## src/brk_pkg.sv

```systemverilog
// Shared constants and types for the hardware break condition unit.
// Assumes one bus-cycle clock domain and a synchronous active-high reset.
package brk_pkg;
    localparam int EVT_N    = 16;
    localparam int IDX_W    = 4;
    localparam int ADDR_W   = 24;
    localparam int DELAY_W  = 16;
    localparam int EXC_N    = 8;
    localparam int SEQ_N    = 4;
    localparam int PATH_N   = 9;
    localparam int PATH_W   = 9;
    localparam logic [DELAY_W-1:0] DELAY_RST  = 16'h0000;
    localparam logic [DELAY_W-1:0] DELAY_ONE  = 16'h0001;
    localparam logic               OR_EN_RST  = 1'b1;
    localparam logic               OTH_EN_RST = 1'b0;
    localparam logic [1:0]         ST_INIT    = 2'h0;
    localparam logic [1:0]         ST_FINAL   = 2'h2;
    // Path field layout: enable, from state, to state, event index.
    localparam int P_EN   = 8;
    localparam int P_FROM = 6;
    localparam int P_TO   = 4;
    localparam int P_EVT  = 0;
    // Exception select bit positions.
    localparam int EX_PROT  = 0;
    localparam int EX_UNINI = 1;
    localparam int EX_STACK = 2;
    localparam int EX_PERF  = 3;
    localparam int EX_PROF  = 4;
    localparam int EX_TRACE = 5;
    localparam int EX_TASK  = 6;
    localparam int EX_DISP  = 7;
    typedef enum logic [1:0] {
        K_FETCH = 2'h0,
        K_DATA  = 2'h1,
        K_INT   = 2'h2,
        K_TRIG  = 2'h3
    } kind_t;
    typedef enum logic [2:0] {
        M_ACC = 3'h0,
        M_SIM = 3'h1,
        M_SUB = 3'h3,
        M_SEQ = 3'h2,
        M_STT = 3'h6
    } mode_t;
endpackage

```

## src/hw_break_unit.sv

```systemverilog
// Hardware break unit: combines detector hits and exceptions into a delayed halt.
// Assumes the target bus and exception pulses are on clk_i; host writes then applies.
module hw_break_unit
    import brk_pkg::*;
(
    input  wire logic                   clk_i,       // Bus-cycle clock.
    input  wire logic                   sys_rst_i,   // Synchronous reset.
    input  wire logic                   bus_cyc_i,   // Valid bus cycle.
    input  wire logic                   bus_fetch_i, // Instruction fetch cycle.
    input  wire logic [ADDR_W-1:0]      bus_addr_i,  // Cycle address.
    input  wire logic                   int_ack_i,   // Interrupt acknowledge.
    input  wire logic                   trig_pin_i,  // External trigger pin.
    input  wire logic [EXC_N-1:0]       exc_i,       // Exception event pulses.
    input  wire logic                   det_we_i,    // Write detector criteria.
    input  wire logic [IDX_W-1:0]       det_idx_i,   // Detector index.
    input  wire kind_t                  det_kind_i,  // Detector kind.
    input  wire logic [ADDR_W-1:0]      det_addr_i,  // Detector address.
    input  wire logic [ADDR_W-1:0]      det_mask_i,  // Detector address mask.
    input  wire logic                   det_level_i, // Trigger level.
    input  wire logic                   or_en_i,     // OR path enable.
    input  wire logic [EVT_N-1:0]       or_sel_i,    // OR event select.
    input  wire logic                   oth_en_i,    // Other path enable.
    input  wire mode_t                  oth_mode_i,  // Other path mode.
    input  wire logic [EVT_N-1:0]       and_sel_i,   // AND event select.
    input  wire logic [IDX_W-1:0]       sub_evt_i,   // Subroutine event.
    input  wire logic [ADDR_W-1:0]      sub_lo_i,    // Range low address.
    input  wire logic [ADDR_W-1:0]      sub_hi_i,    // Range high address.
    input  wire logic [SEQ_N*IDX_W-1:0] seq_evt_i,   // Step events, step 0 low.
    input  wire logic [1:0]             seq_last_i,  // Index of last step.
    input  wire logic [PATH_N*PATH_W-1:0] path_i,    // Transition paths.
    input  wire logic                   rp_en_i,     // Reset point enable.
    input  wire logic [IDX_W-1:0]       rp_evt_i,    // Reset point event.
    input  wire logic [EXC_N-1:0]       exc_sel_i,   // Exception select.
    input  wire logic [DELAY_W-1:0]     delay_i,     // Break delay.
    input  wire logic                   apply_i,     // Commit settings.
    input  wire logic                   resume_i,    // Release the halt.
    output logic                        halt_o,      // Stop user program.
    output logic                        pend_o,      // Break delay running.
    output logic [1:0]                  step_o       // Sequencer step.
);
    logic                   or_en_a;
    logic [EVT_N-1:0]       or_sel_a;
    logic                   oth_en_a;
    mode_t                  mode_a;
    logic [EVT_N-1:0]       and_sel_a;
    logic [IDX_W-1:0]       sub_evt_a;
    logic [ADDR_W-1:0]      sub_lo_a;
    logic [ADDR_W-1:0]      sub_hi_a;
    logic [SEQ_N*IDX_W-1:0] seq_evt_a;
    logic [1:0]             seq_last_a;
    logic [PATH_N*PATH_W-1:0] path_a;
    logic                   rp_en_a;
    logic [IDX_W-1:0]       rp_evt_a;
    logic [EXC_N-1:0]       exc_sel_a;
    logic [DELAY_W-1:0]     delay_a;
    logic [EVT_N-1:0]       hit;
    logic                   hit_vld;
    logic [ADDR_W-1:0]      pc_q;
    logic [EVT_N-1:0]       acc_q;
    logic [1:0]             st_q;
    logic [1:0]             st_d;
    logic                   stt_fin;
    logic                   oth_fire;
    logic                   or_fire;
    logic                   exc_fire;
    logic                   fire;
    logic                   idle;
    logic                   pend_q;
    logic                   halt_q;
    logic [DELAY_W-1:0]     cnt_q;

    function automatic logic evt(input logic [EVT_N-1:0] h, input logic [IDX_W-1:0] i);
        return h[i];
    endfunction

    evt_det_bank u_det (
        .clk_i       (clk_i),
        .sys_rst_i   (sys_rst_i),
        .bus_cyc_i   (bus_cyc_i),
        .bus_fetch_i (bus_fetch_i),
        .bus_addr_i  (bus_addr_i),
        .int_ack_i   (int_ack_i),
        .trig_pin_i  (trig_pin_i),
        .det_we_i    (det_we_i),
        .det_idx_i   (det_idx_i),
        .det_kind_i  (det_kind_i),
        .det_addr_i  (det_addr_i),
        .det_mask_i  (det_mask_i),
        .det_level_i (det_level_i),
        .apply_i     (apply_i),
        .hit_o       (hit),
        .hit_vld_o   (hit_vld)
    );

    // Active settings change only on apply.
    always_ff @(posedge clk_i) begin
        if (sys_rst_i) begin
            or_en_a    <= OR_EN_RST;
            oth_en_a   <= OTH_EN_RST;
            delay_a    <= DELAY_RST;
            or_sel_a   <= '0;
            mode_a     <= M_ACC;
            and_sel_a  <= '0;
            sub_evt_a  <= '0;
            sub_lo_a   <= '0;
            sub_hi_a   <= '0;
            seq_evt_a  <= '0;
            seq_last_a <= '0;
            path_a     <= '0;
            rp_en_a    <= 1'b0;
            rp_evt_a   <= '0;
            exc_sel_a  <= '0;
        end else if (apply_i) begin
            or_en_a    <= or_en_i;
            oth_en_a   <= oth_en_i;
            delay_a    <= delay_i;
            or_sel_a   <= or_sel_i;
            mode_a     <= oth_mode_i;
            and_sel_a  <= and_sel_i;
            sub_evt_a  <= sub_evt_i;
            sub_lo_a   <= sub_lo_i;
            sub_hi_a   <= sub_hi_i;
            seq_evt_a  <= seq_evt_i;
            seq_last_a <= seq_last_i;
            path_a     <= path_i;
            rp_en_a    <= rp_en_i;
            rp_evt_a   <= rp_evt_i;
            exc_sel_a  <= exc_sel_i;
        end
    end

    // Fetch address of the cycle whose hits are now visible.
    always_ff @(posedge clk_i) begin
        if (sys_rst_i) begin
            pc_q <= '0;
        end else if (bus_cyc_i && bus_fetch_i) begin
            pc_q <= bus_addr_i;
        end
    end

    assign idle     = !pend_q && !halt_q;
    assign or_fire  = or_en_a && hit_vld && |(hit & or_sel_a);
    assign exc_fire = |(exc_i & exc_sel_a);

    // Sequencer next step for sequential and state-transition modes.
    always_comb begin
        st_d    = st_q;
        stt_fin = 1'b0;
        if (mode_a == M_SEQ) begin
            if (evt(hit, seq_evt_a[st_q*IDX_W +: IDX_W])) begin
                st_d = (st_q == seq_last_a) ? ST_INIT : st_q + 2'h1;
            end
        end else begin
            for (int p = PATH_N - 1; p >= 0; p--) begin
                if (path_a[p*PATH_W+P_EN] && path_a[p*PATH_W+P_FROM +: 2] == st_q
                    && evt(hit, path_a[p*PATH_W+P_EVT +: IDX_W])) begin
                    st_d = path_a[p*PATH_W+P_TO +: 2];
                end
            end
            // Reaching the final state fires once and restarts from the first state.
            stt_fin = st_d == ST_FINAL;
            if (stt_fin) begin
                st_d = ST_INIT;
            end
        end
        if (rp_en_a && evt(hit, rp_evt_a)) begin
            st_d = ST_INIT;
        end
    end

    always_comb begin
        oth_fire = 1'b0;
        if (oth_en_a && hit_vld) begin
            case (mode_a)
                M_ACC:   oth_fire = and_sel_a != '0
                                    && ((acc_q | hit) & and_sel_a) == and_sel_a;
                M_SIM:   oth_fire = and_sel_a != '0 && (hit & and_sel_a) == and_sel_a;
                M_SUB:   oth_fire = evt(hit, sub_evt_a) && pc_q >= sub_lo_a
                                    && pc_q <= sub_hi_a;
                M_SEQ:   oth_fire = !(rp_en_a && evt(hit, rp_evt_a)) && st_q == seq_last_a
                                    && evt(hit, seq_evt_a[st_q*IDX_W +: IDX_W]);
                M_STT:   oth_fire = !(rp_en_a && evt(hit, rp_evt_a)) && stt_fin;
                default: oth_fire = 1'b0;
            endcase
        end
    end

    assign fire = idle && (or_fire || oth_fire || exc_fire);

    // Progress of the AND and sequencer modes; cleared on apply or resume.
    always_ff @(posedge clk_i) begin
        if (sys_rst_i || apply_i || resume_i) begin
            acc_q <= '0;
            st_q  <= ST_INIT;
        end else if (oth_en_a && hit_vld && idle) begin
            acc_q <= (fire || mode_a != M_ACC) ? '0 : (acc_q | (hit & and_sel_a));
            st_q  <= (mode_a == M_SEQ || mode_a == M_STT) ? st_d : ST_INIT;
        end
    end

    // Delay counter in bus cycles, then a held halt until resume.
    always_ff @(posedge clk_i) begin
        if (sys_rst_i || resume_i) begin
            pend_q <= 1'b0;
            halt_q <= 1'b0;
            cnt_q  <= DELAY_RST;
        end else if (fire) begin
            pend_q <= delay_a != DELAY_RST;
            halt_q <= delay_a == DELAY_RST;
            cnt_q  <= delay_a;
        end else if (pend_q && bus_cyc_i) begin
            cnt_q  <= cnt_q - DELAY_ONE;
            if (cnt_q == DELAY_ONE) begin
                pend_q <= 1'b0;
                halt_q <= 1'b1;
            end
        end
    end

    assign halt_o = halt_q;
    assign pend_o = pend_q;
    assign step_o = st_q;

    property p_imm;
        @(posedge clk_i) disable iff (sys_rst_i || resume_i)
        fire && delay_a == DELAY_RST |=> halt_q && !pend_q;
    endproperty
    a_imm: assert property (p_imm) else $error("zero delay did not halt at once");

    property p_delay;
        @(posedge clk_i) disable iff (sys_rst_i || resume_i)
        pend_q && bus_cyc_i && cnt_q == DELAY_ONE |=> halt_q ##1 halt_q;
    endproperty
    a_delay: assert property (p_delay) else $error("halt not reached after delay");

    property p_rst_delay;
        @(posedge clk_i) $fell(sys_rst_i) |-> delay_a == DELAY_RST && or_en_a && !oth_en_a;
    endproperty
    a_rst_delay: assert property (p_rst_delay) else $error("bad settings after reset");

    property p_or;
        @(posedge clk_i) disable iff (sys_rst_i || resume_i)
        idle && hit_vld && or_en_a && |(hit & or_sel_a) |=> pend_q || halt_q;
    endproperty
    a_or: assert property (p_or) else $error("OR event did not break");

    property p_none;
        @(posedge clk_i) disable iff (sys_rst_i || resume_i)
        idle && !or_en_a && !oth_en_a && exc_sel_a == '0 |=> !pend_q && !halt_q;
    endproperty
    a_none: assert property (p_none) else $error("break with every path off");

    property p_sim;
        @(posedge clk_i) disable iff (sys_rst_i || resume_i)
        idle && hit_vld && oth_en_a && mode_a == M_SIM && and_sel_a != '0
        && (hit & and_sel_a) == and_sel_a |=> pend_q || halt_q;
    endproperty
    a_sim: assert property (p_sim) else $error("simultaneous AND missed");

    property p_acc;
        @(posedge clk_i) disable iff (sys_rst_i || resume_i || apply_i)
        oth_en_a && mode_a == M_ACC && idle && hit_vld && (hit & and_sel_a) != '0
        && !fire |=> (acc_q & $past(hit & and_sel_a)) == $past(hit & and_sel_a);
    endproperty
    a_acc: assert property (p_acc) else $error("accumulated event lost");

    property p_exc;
        @(posedge clk_i) disable iff (sys_rst_i || resume_i)
        idle && (exc_i & exc_sel_a) != '0 |=> pend_q || halt_q;
    endproperty
    a_exc: assert property (p_exc) else $error("exception did not break");

    property p_rp;
        @(posedge clk_i) disable iff (sys_rst_i || resume_i || apply_i)
        idle && hit_vld && oth_en_a && rp_en_a && evt(hit, rp_evt_a) |=> st_q == ST_INIT;
    endproperty
    a_rp: assert property (p_rp) else $error("reset point ignored");

    property p_st;
        @(posedge clk_i) disable iff (sys_rst_i)
        mode_a == M_STT |-> st_q != 2'h3 && st_q != ST_FINAL;
    endproperty
    a_st: assert property (p_st) else $error("illegal sequencer state");

    property p_hold;
        @(posedge clk_i) disable iff (sys_rst_i)
        !apply_i |=> $stable(delay_a) && $stable(mode_a) && $stable(or_sel_a);
    endproperty
    a_hold: assert property (p_hold) else $error("settings changed without apply");

    c_or:    cover property (@(posedge clk_i) or_fire && idle);
    c_seq:   cover property (@(posedge clk_i) oth_fire && mode_a == M_SEQ);
    c_stt:   cover property (@(posedge clk_i) oth_fire && mode_a == M_STT);
    c_delay: cover property (@(posedge clk_i) pend_q ##1 halt_q);
endmodule

```

## src/evt_det_bank.sv

```systemverilog
// Bank of event detectors that compare each bus cycle against stored criteria.
// Assumes criteria are written one detector at a time and committed by apply_i.
module evt_det_bank
    import brk_pkg::*;
(
    input  wire logic              clk_i,       // Bus-cycle clock.
    input  wire logic              sys_rst_i,   // Synchronous reset.
    input  wire logic              bus_cyc_i,   // Valid bus cycle.
    input  wire logic              bus_fetch_i, // Cycle is an instruction fetch.
    input  wire logic [ADDR_W-1:0] bus_addr_i,  // Cycle address.
    input  wire logic              int_ack_i,   // Interrupt acknowledge cycle.
    input  wire logic              trig_pin_i,  // External trigger pin.
    input  wire logic              det_we_i,    // Write staged criteria.
    input  wire logic [IDX_W-1:0]  det_idx_i,   // Detector index.
    input  wire kind_t             det_kind_i,  // Detector kind.
    input  wire logic [ADDR_W-1:0] det_addr_i,  // Compare address.
    input  wire logic [ADDR_W-1:0] det_mask_i,  // Address bits to compare.
    input  wire logic              det_level_i, // Trigger level to match.
    input  wire logic              apply_i,     // Commit staged criteria.
    output logic [EVT_N-1:0]       hit_o,       // Detector hits.
    output logic                   hit_vld_o    // Hits belong to a bus cycle.
);
    kind_t             kind_s [EVT_N];
    kind_t             kind_a [EVT_N];
    logic [ADDR_W-1:0] addr_s [EVT_N];
    logic [ADDR_W-1:0] addr_a [EVT_N];
    logic [ADDR_W-1:0] mask_s [EVT_N];
    logic [ADDR_W-1:0] mask_a [EVT_N];
    logic [EVT_N-1:0]  lvl_s;
    logic [EVT_N-1:0]  lvl_a;
    logic              trig_m_q;
    logic              trig_q;
    logic [EVT_N-1:0]  hit_d;

    always_ff @(posedge clk_i) begin
        trig_m_q <= trig_pin_i;
        trig_q   <= trig_m_q;
    end

    // Only sixteen detectors exist; the index cannot address more.
    always_ff @(posedge clk_i) begin
        if (sys_rst_i) begin
            for (int i = 0; i < EVT_N; i++) begin
                kind_s[i] <= K_FETCH;
                addr_s[i] <= '0;
                mask_s[i] <= '0;
            end
            lvl_s <= '0;
        end else if (det_we_i) begin
            kind_s[det_idx_i] <= det_kind_i;
            addr_s[det_idx_i] <= det_addr_i;
            mask_s[det_idx_i] <= det_mask_i;
            lvl_s[det_idx_i]  <= det_level_i;
        end
    end

    always_ff @(posedge clk_i) begin
        if (sys_rst_i) begin
            for (int i = 0; i < EVT_N; i++) begin
                kind_a[i] <= K_FETCH;
                addr_a[i] <= '0;
                mask_a[i] <= '0;
            end
            lvl_a <= '0;
        end else if (apply_i) begin
            kind_a <= kind_s;
            addr_a <= addr_s;
            mask_a <= mask_s;
            lvl_a  <= lvl_s;
        end
    end

    always_comb begin
        logic am;
        am = 1'b0;
        for (int i = 0; i < EVT_N; i++) begin
            am = ((bus_addr_i ^ addr_a[i]) & mask_a[i]) == '0;
            case (kind_a[i])
                K_FETCH: hit_d[i] = bus_fetch_i && am;
                K_DATA:  hit_d[i] = !bus_fetch_i && !int_ack_i && am;
                K_INT:   hit_d[i] = int_ack_i;
                K_TRIG:  hit_d[i] = trig_q == lvl_a[i];
                default: hit_d[i] = 1'b0;
            endcase
        end
    end

    always_ff @(posedge clk_i) begin
        if (sys_rst_i) begin
            hit_o     <= '0;
            hit_vld_o <= 1'b0;
        end else begin
            hit_o     <= bus_cyc_i ? hit_d : '0;
            hit_vld_o <= bus_cyc_i;
        end
    end
endmodule

```

## config.mk

```make
export PLATFORM = sky130hd
export DESIGN_NAME = hw_break_unit
export DESIGN_NICKNAME = d
export VERILOG_FILES = /design/src/brk_pkg.sv /design/src/hw_break_unit.sv /design/src/evt_det_bank.sv
export SDC_FILE = /design/constraint.sdc
export NUM_CORES = 2
export LEC_CHECK = 0
export ABC_AREA = 1
export BUFFER_PORTS_ARGS = -buffer_cell sky130_fd_sc_hd__buf_2
export CAP_MARGIN = 0
export CORE_ASPECT_RATIO = 0.5
export CORE_MARGIN = 2
export CORE_UTILIZATION = 55
export CTS_CLUSTER_SIZE = 24
export DETAILED_ROUTE_END_ITERATION = 8
export PLACE_DENSITY_LB_ADDON = 0.15
export REMOVE_ABC_BUFFERS = 1
export SYNTH_ARGS = -nofsm -noshare
export SYNTH_HDL_FRONTEND = slang
export SYNTH_SLANG_ARGS = --single-unit
export TNS_END_PERCENT = 30
```

## constraint.sdc

```tcl
create_clock -name clk_i -period 3.23 [get_ports clk_i]
set_input_delay 0.969 -clock clk_i [delete_from_list [all_inputs] [get_ports clk_i]]
set_output_delay 0.969 -clock clk_i [all_outputs]
set_load 0.005 [all_outputs]
```

==> flow_metrics.tcl <==
set metrics [dict create \
    worst_hold_startpoint "trig_pin_i" \
    report.final.slew_viol_count 1 \
    first_global_vias 63700 \
    clock.fmax_mhz 322 \
    cts_hold_buffers 0 \
    timing.final.ws_setup_ps 120 \
    route.detailed.drc 0 \
    number_of_placement_rows 96 \
    fin_crit_ps 3110 \
    min_period_over_period_pct 96.3 \
    setup.reg_to_reg.worst_slack_ps 130 \
    core_sq_um 138000 \
    cts-htree-levels 4 \
    synth-seq-cells 1928 \
    via_count 72400 \
    synth.avg_cell_area_sq_um 7.28 \
    max_cap_violations 1 \
    synth_flop_cell "dfxtp_1" \
    post-layout-total-power_mw 51.6 \
    first_iteration_detailed_routing_drc_count 9178 \
    drt_first_pass_iters 6 \
    max-clock-path-buffers 4 \
    critPathMaxFanout 45 \
    crit-reg2reg-launch "pc_q[21]" \
    grt_max_degree 181 \
    violations "capacitance limit, slew limit" \
    ys_types 55 \
    critical_path.startpoint_type "primary input" \
    initial_antenna_violation_count 28 \
    ys_warn_count 0 \
    worst_path_clk_slew_ps 70 \
    i_o_pin_count 317 \
    timing.final.setup_violations 0 \
    timing.final.hold_violations 0 \
    finClkSkew_ps 56.3 \
    ant_nets 0 \
    rsz0062_at_grt "true" \
    worst-setup-path-type "in2reg" \
    grt_use_total_pct 35.5 \
    place.port_buffers 316 \
    cts_num_sinks 1928 \
    cts_tree "built" \
    worst_slew_pin_slew_ps 1490 \
    timing.critical_path.buf_inv 3 \
    post_synth_inst_count 10600 \
    critical_path.slowest_cell "o21ai_0" \
    ys_seq_area_share_pct 50.2 \
    critical_path.reg2reg.endpoint "acc_q[15]" \
    timing.critical_path.required_ps 3750 \
    timing.hold.worst.class "in2reg" \
    path_cells "buf_2 -> nand2_1 -> clkinv_1 -> buf_4 -> o21ai_0 -> a21oi_1" \
    wl_per_cell_um 20.9 \
    dp_slack_ps -255 \
    gp_weighted_congestion 0.958 \
    synth_async_sr_flop_share_pct 0 \
    slew-limit-headroom_pct -0.500 \
    synth_commonest_cells "nor2_1 (2,784), o21ai_0 (2,045), dfxtp_1 (1,928), nand2_1 (882), clkbuf_1 (744)" \
    grt_first_pass_wirelength_um 392000 \
    num-nets-final 11000 \
    cts_root_buf "clkbuf_16" \
    drive_gt1_share_pct 9.87 \
    worst_path_largest_cell_delay_ps 1240 \
    floorplan.die.height_um 268 \
    p_leak_nw 36.6 \
    cell_taking_the_most_area_after_synthesis "dfxtp_1" \
    whs_endpoint "u_det.trig_m_q" \
    timing.reg2reg.worst_path_depth 18 \
    timing.critical_path.arrival_ps 3630 \
    fin_setup_tns_ps 0 \
    route.detailed.vias_per_inst 5.73 \
    globalRouteOverflowTotal 0 \
    synth_top_cells_by_area "dfxtp_1 (50%), nor2_1 (14%), o21ai_0 (13%), a21oi_1 (4.7%), nand2_1 (4.3%)" \
    worst_hold_path_stage_count 1 \
    worstSkewPairLatency_ps 830 \
    hpwl_reported_at_the_end_of_detailed_placement_um 172000 \
    num-fill-cells 12500 \
    cts-buffers-inserted 171 \
    cellPowerDensity_nw_per_um2 591 \
    synthMostInstantiatedCell "nor2_1" \
    worst_setup_ep_type "register" \
    run_status "complete, but fails checks" \
    start_util_pct 55.7 \
    die_width_um 533 \
    synth-edff-count 0 \
    ir_worst_vdd_mv 0.501 \
    area_growth_syn_to_layout_pct 13.7 \
    wirelength_um 264000 \
    synth_top_area_share_pct 50.2 \
    syn_area_sq_um 76800 \
    die-area_sq_um 143000 \
    crit_family "compound AO/OA/AOI/OAI gates" \
]
## sequential cells by signal (all words and copies together), names as in the netlist, 3 cells and up
register / count
exc_sel_a: 8
acc_q: 16
sub_lo_a: 24
delay_a: 16
rp_evt_a: 4
u_det.hit_o: 16
cnt_q: 16
u_det.lvl_s: 16
mode_a: 3
and_sel_a: 16
u_det.mask_s: 384
u_det.mask_a: 384
u_det.kind_a: 32
u_det.lvl_a: 16
u_det.addr_s: 384
pc_q: 24
or_sel_a: 16
u_det.kind_s: 32
sub_evt_a: 4
path_a: 81
sub_hi_a: 24
seq_evt_a: 16
u_det.addr_a: 384
## worst max-delay path by stage
| stage | startpoint | slack (ps) | cells past startpoint | endpoint |
|---|---|---|---|---|
| floorplan | sys_rst_i | -22150 | 3 | u_det.hit_o[0] |
| global placement | bus_cyc_i | -1200 | 6 | pc_q[4] |
| detailed placement | bus_cyc_i | -250 | 6 | pc_q[11] |
| CTS | u_det.hit_o[0] | 20 | 24 | acc_q[5] |
| global route | u_det.hit_o[3] | -20 | 26 | acc_q[5] |
| finish | bus_cyc_i | 120 | 6 | pc_q[11] |
## cell families (layout without fill, tap and decap cells)
logic type	after synthesis	in the layout	share of synthesized area [%]
and+or+nand+nor	4204	4205	21.7
AOI/OAI and AO/OA	2942	2942	19.8
DFF	1928	1928	50.2
buffers and inverters	1379	1584	6.91
adders and majority gates	50	50	0.814
xor gates and xnor gates	49	49	0.559
muxes	1	1	0.0130
other	0	5	0
## what timing repair did
| item | in CTS | in global routing |
|---|---|---|
| cloned | 0 | 3 |
| pin swaps | 0 | 5 |
| setup buffers | 0 | 6 |
| gates resized for setup | 2 | 42 |
| setup endpoints to repair | 6 | 34 |
## cells in the final DEF (no fill, tap or decap), types with 14 or more instances in the layout
master     instances
nand4_1           56
clkbuf_1          36
nor2_1          2773
xor2_1            30
o211ai_1          46
o21ai_0         2044
inv_2             21
dfxtp_1         1912
a31oi_1           14
inv_1            560
clkinv_2          19
ha_1              50
nand2_1          876
clkbuf_8          41
a211oi_1          15
clkbuf_16        176
nor4_1            24
buf_4            305
o21ai_1           16
nor3_1            26
buf_2            315
buf_12            75
nand3_1          386
xnor2_1           19
a21oi_1          718
## area by class of cell
cell class	instances	area [sq um]	area share (%)
Antenna cell	5	12.5	0.0143
Clock buffer	251	5050	5.79
Clock inverter	38	458	0.524
Inverter	593	2260	2.59
Multi-Input combinational cell	7247	33100	37.9
Sequential cell	1928	38600	44.2
Tap cell	1862	2330	2.67
Timing Repair Buffer	702	5480	6.28
## routing by layer
layer  wire length [um]  global-route usage, %  vias up
li1                   -                      -    34700
met3              29700                   7.89      491
met5                127                      0        -
met2             111000                   53.3     3409
met4               7580                   10.2       20
met1             115000                   51.1    33800
## through the flow
stage	hold WS, ps	area (sq um)	util [%]	std cells
CTS	269	87100	63.1	12600
global placement	317	81600	59.1	12300
detailed placement	312	81600	59.2	12300
finish	300	87300	63.3	12600
floorplan	310	73700	-	9767
global route	279	87300	63.3	12600
## power breakdown
part	leakage, nW	switching [mW]	internal (mW)	total, mW
combinational	18.1	3.65	1.80	5.45
sequential	15.8	0.603	24.8	25.4
clock	2.72	9.25	11.5	20.8
total	36.6	13.5	38.1	51.6
(Power assumes the default switching activity.)
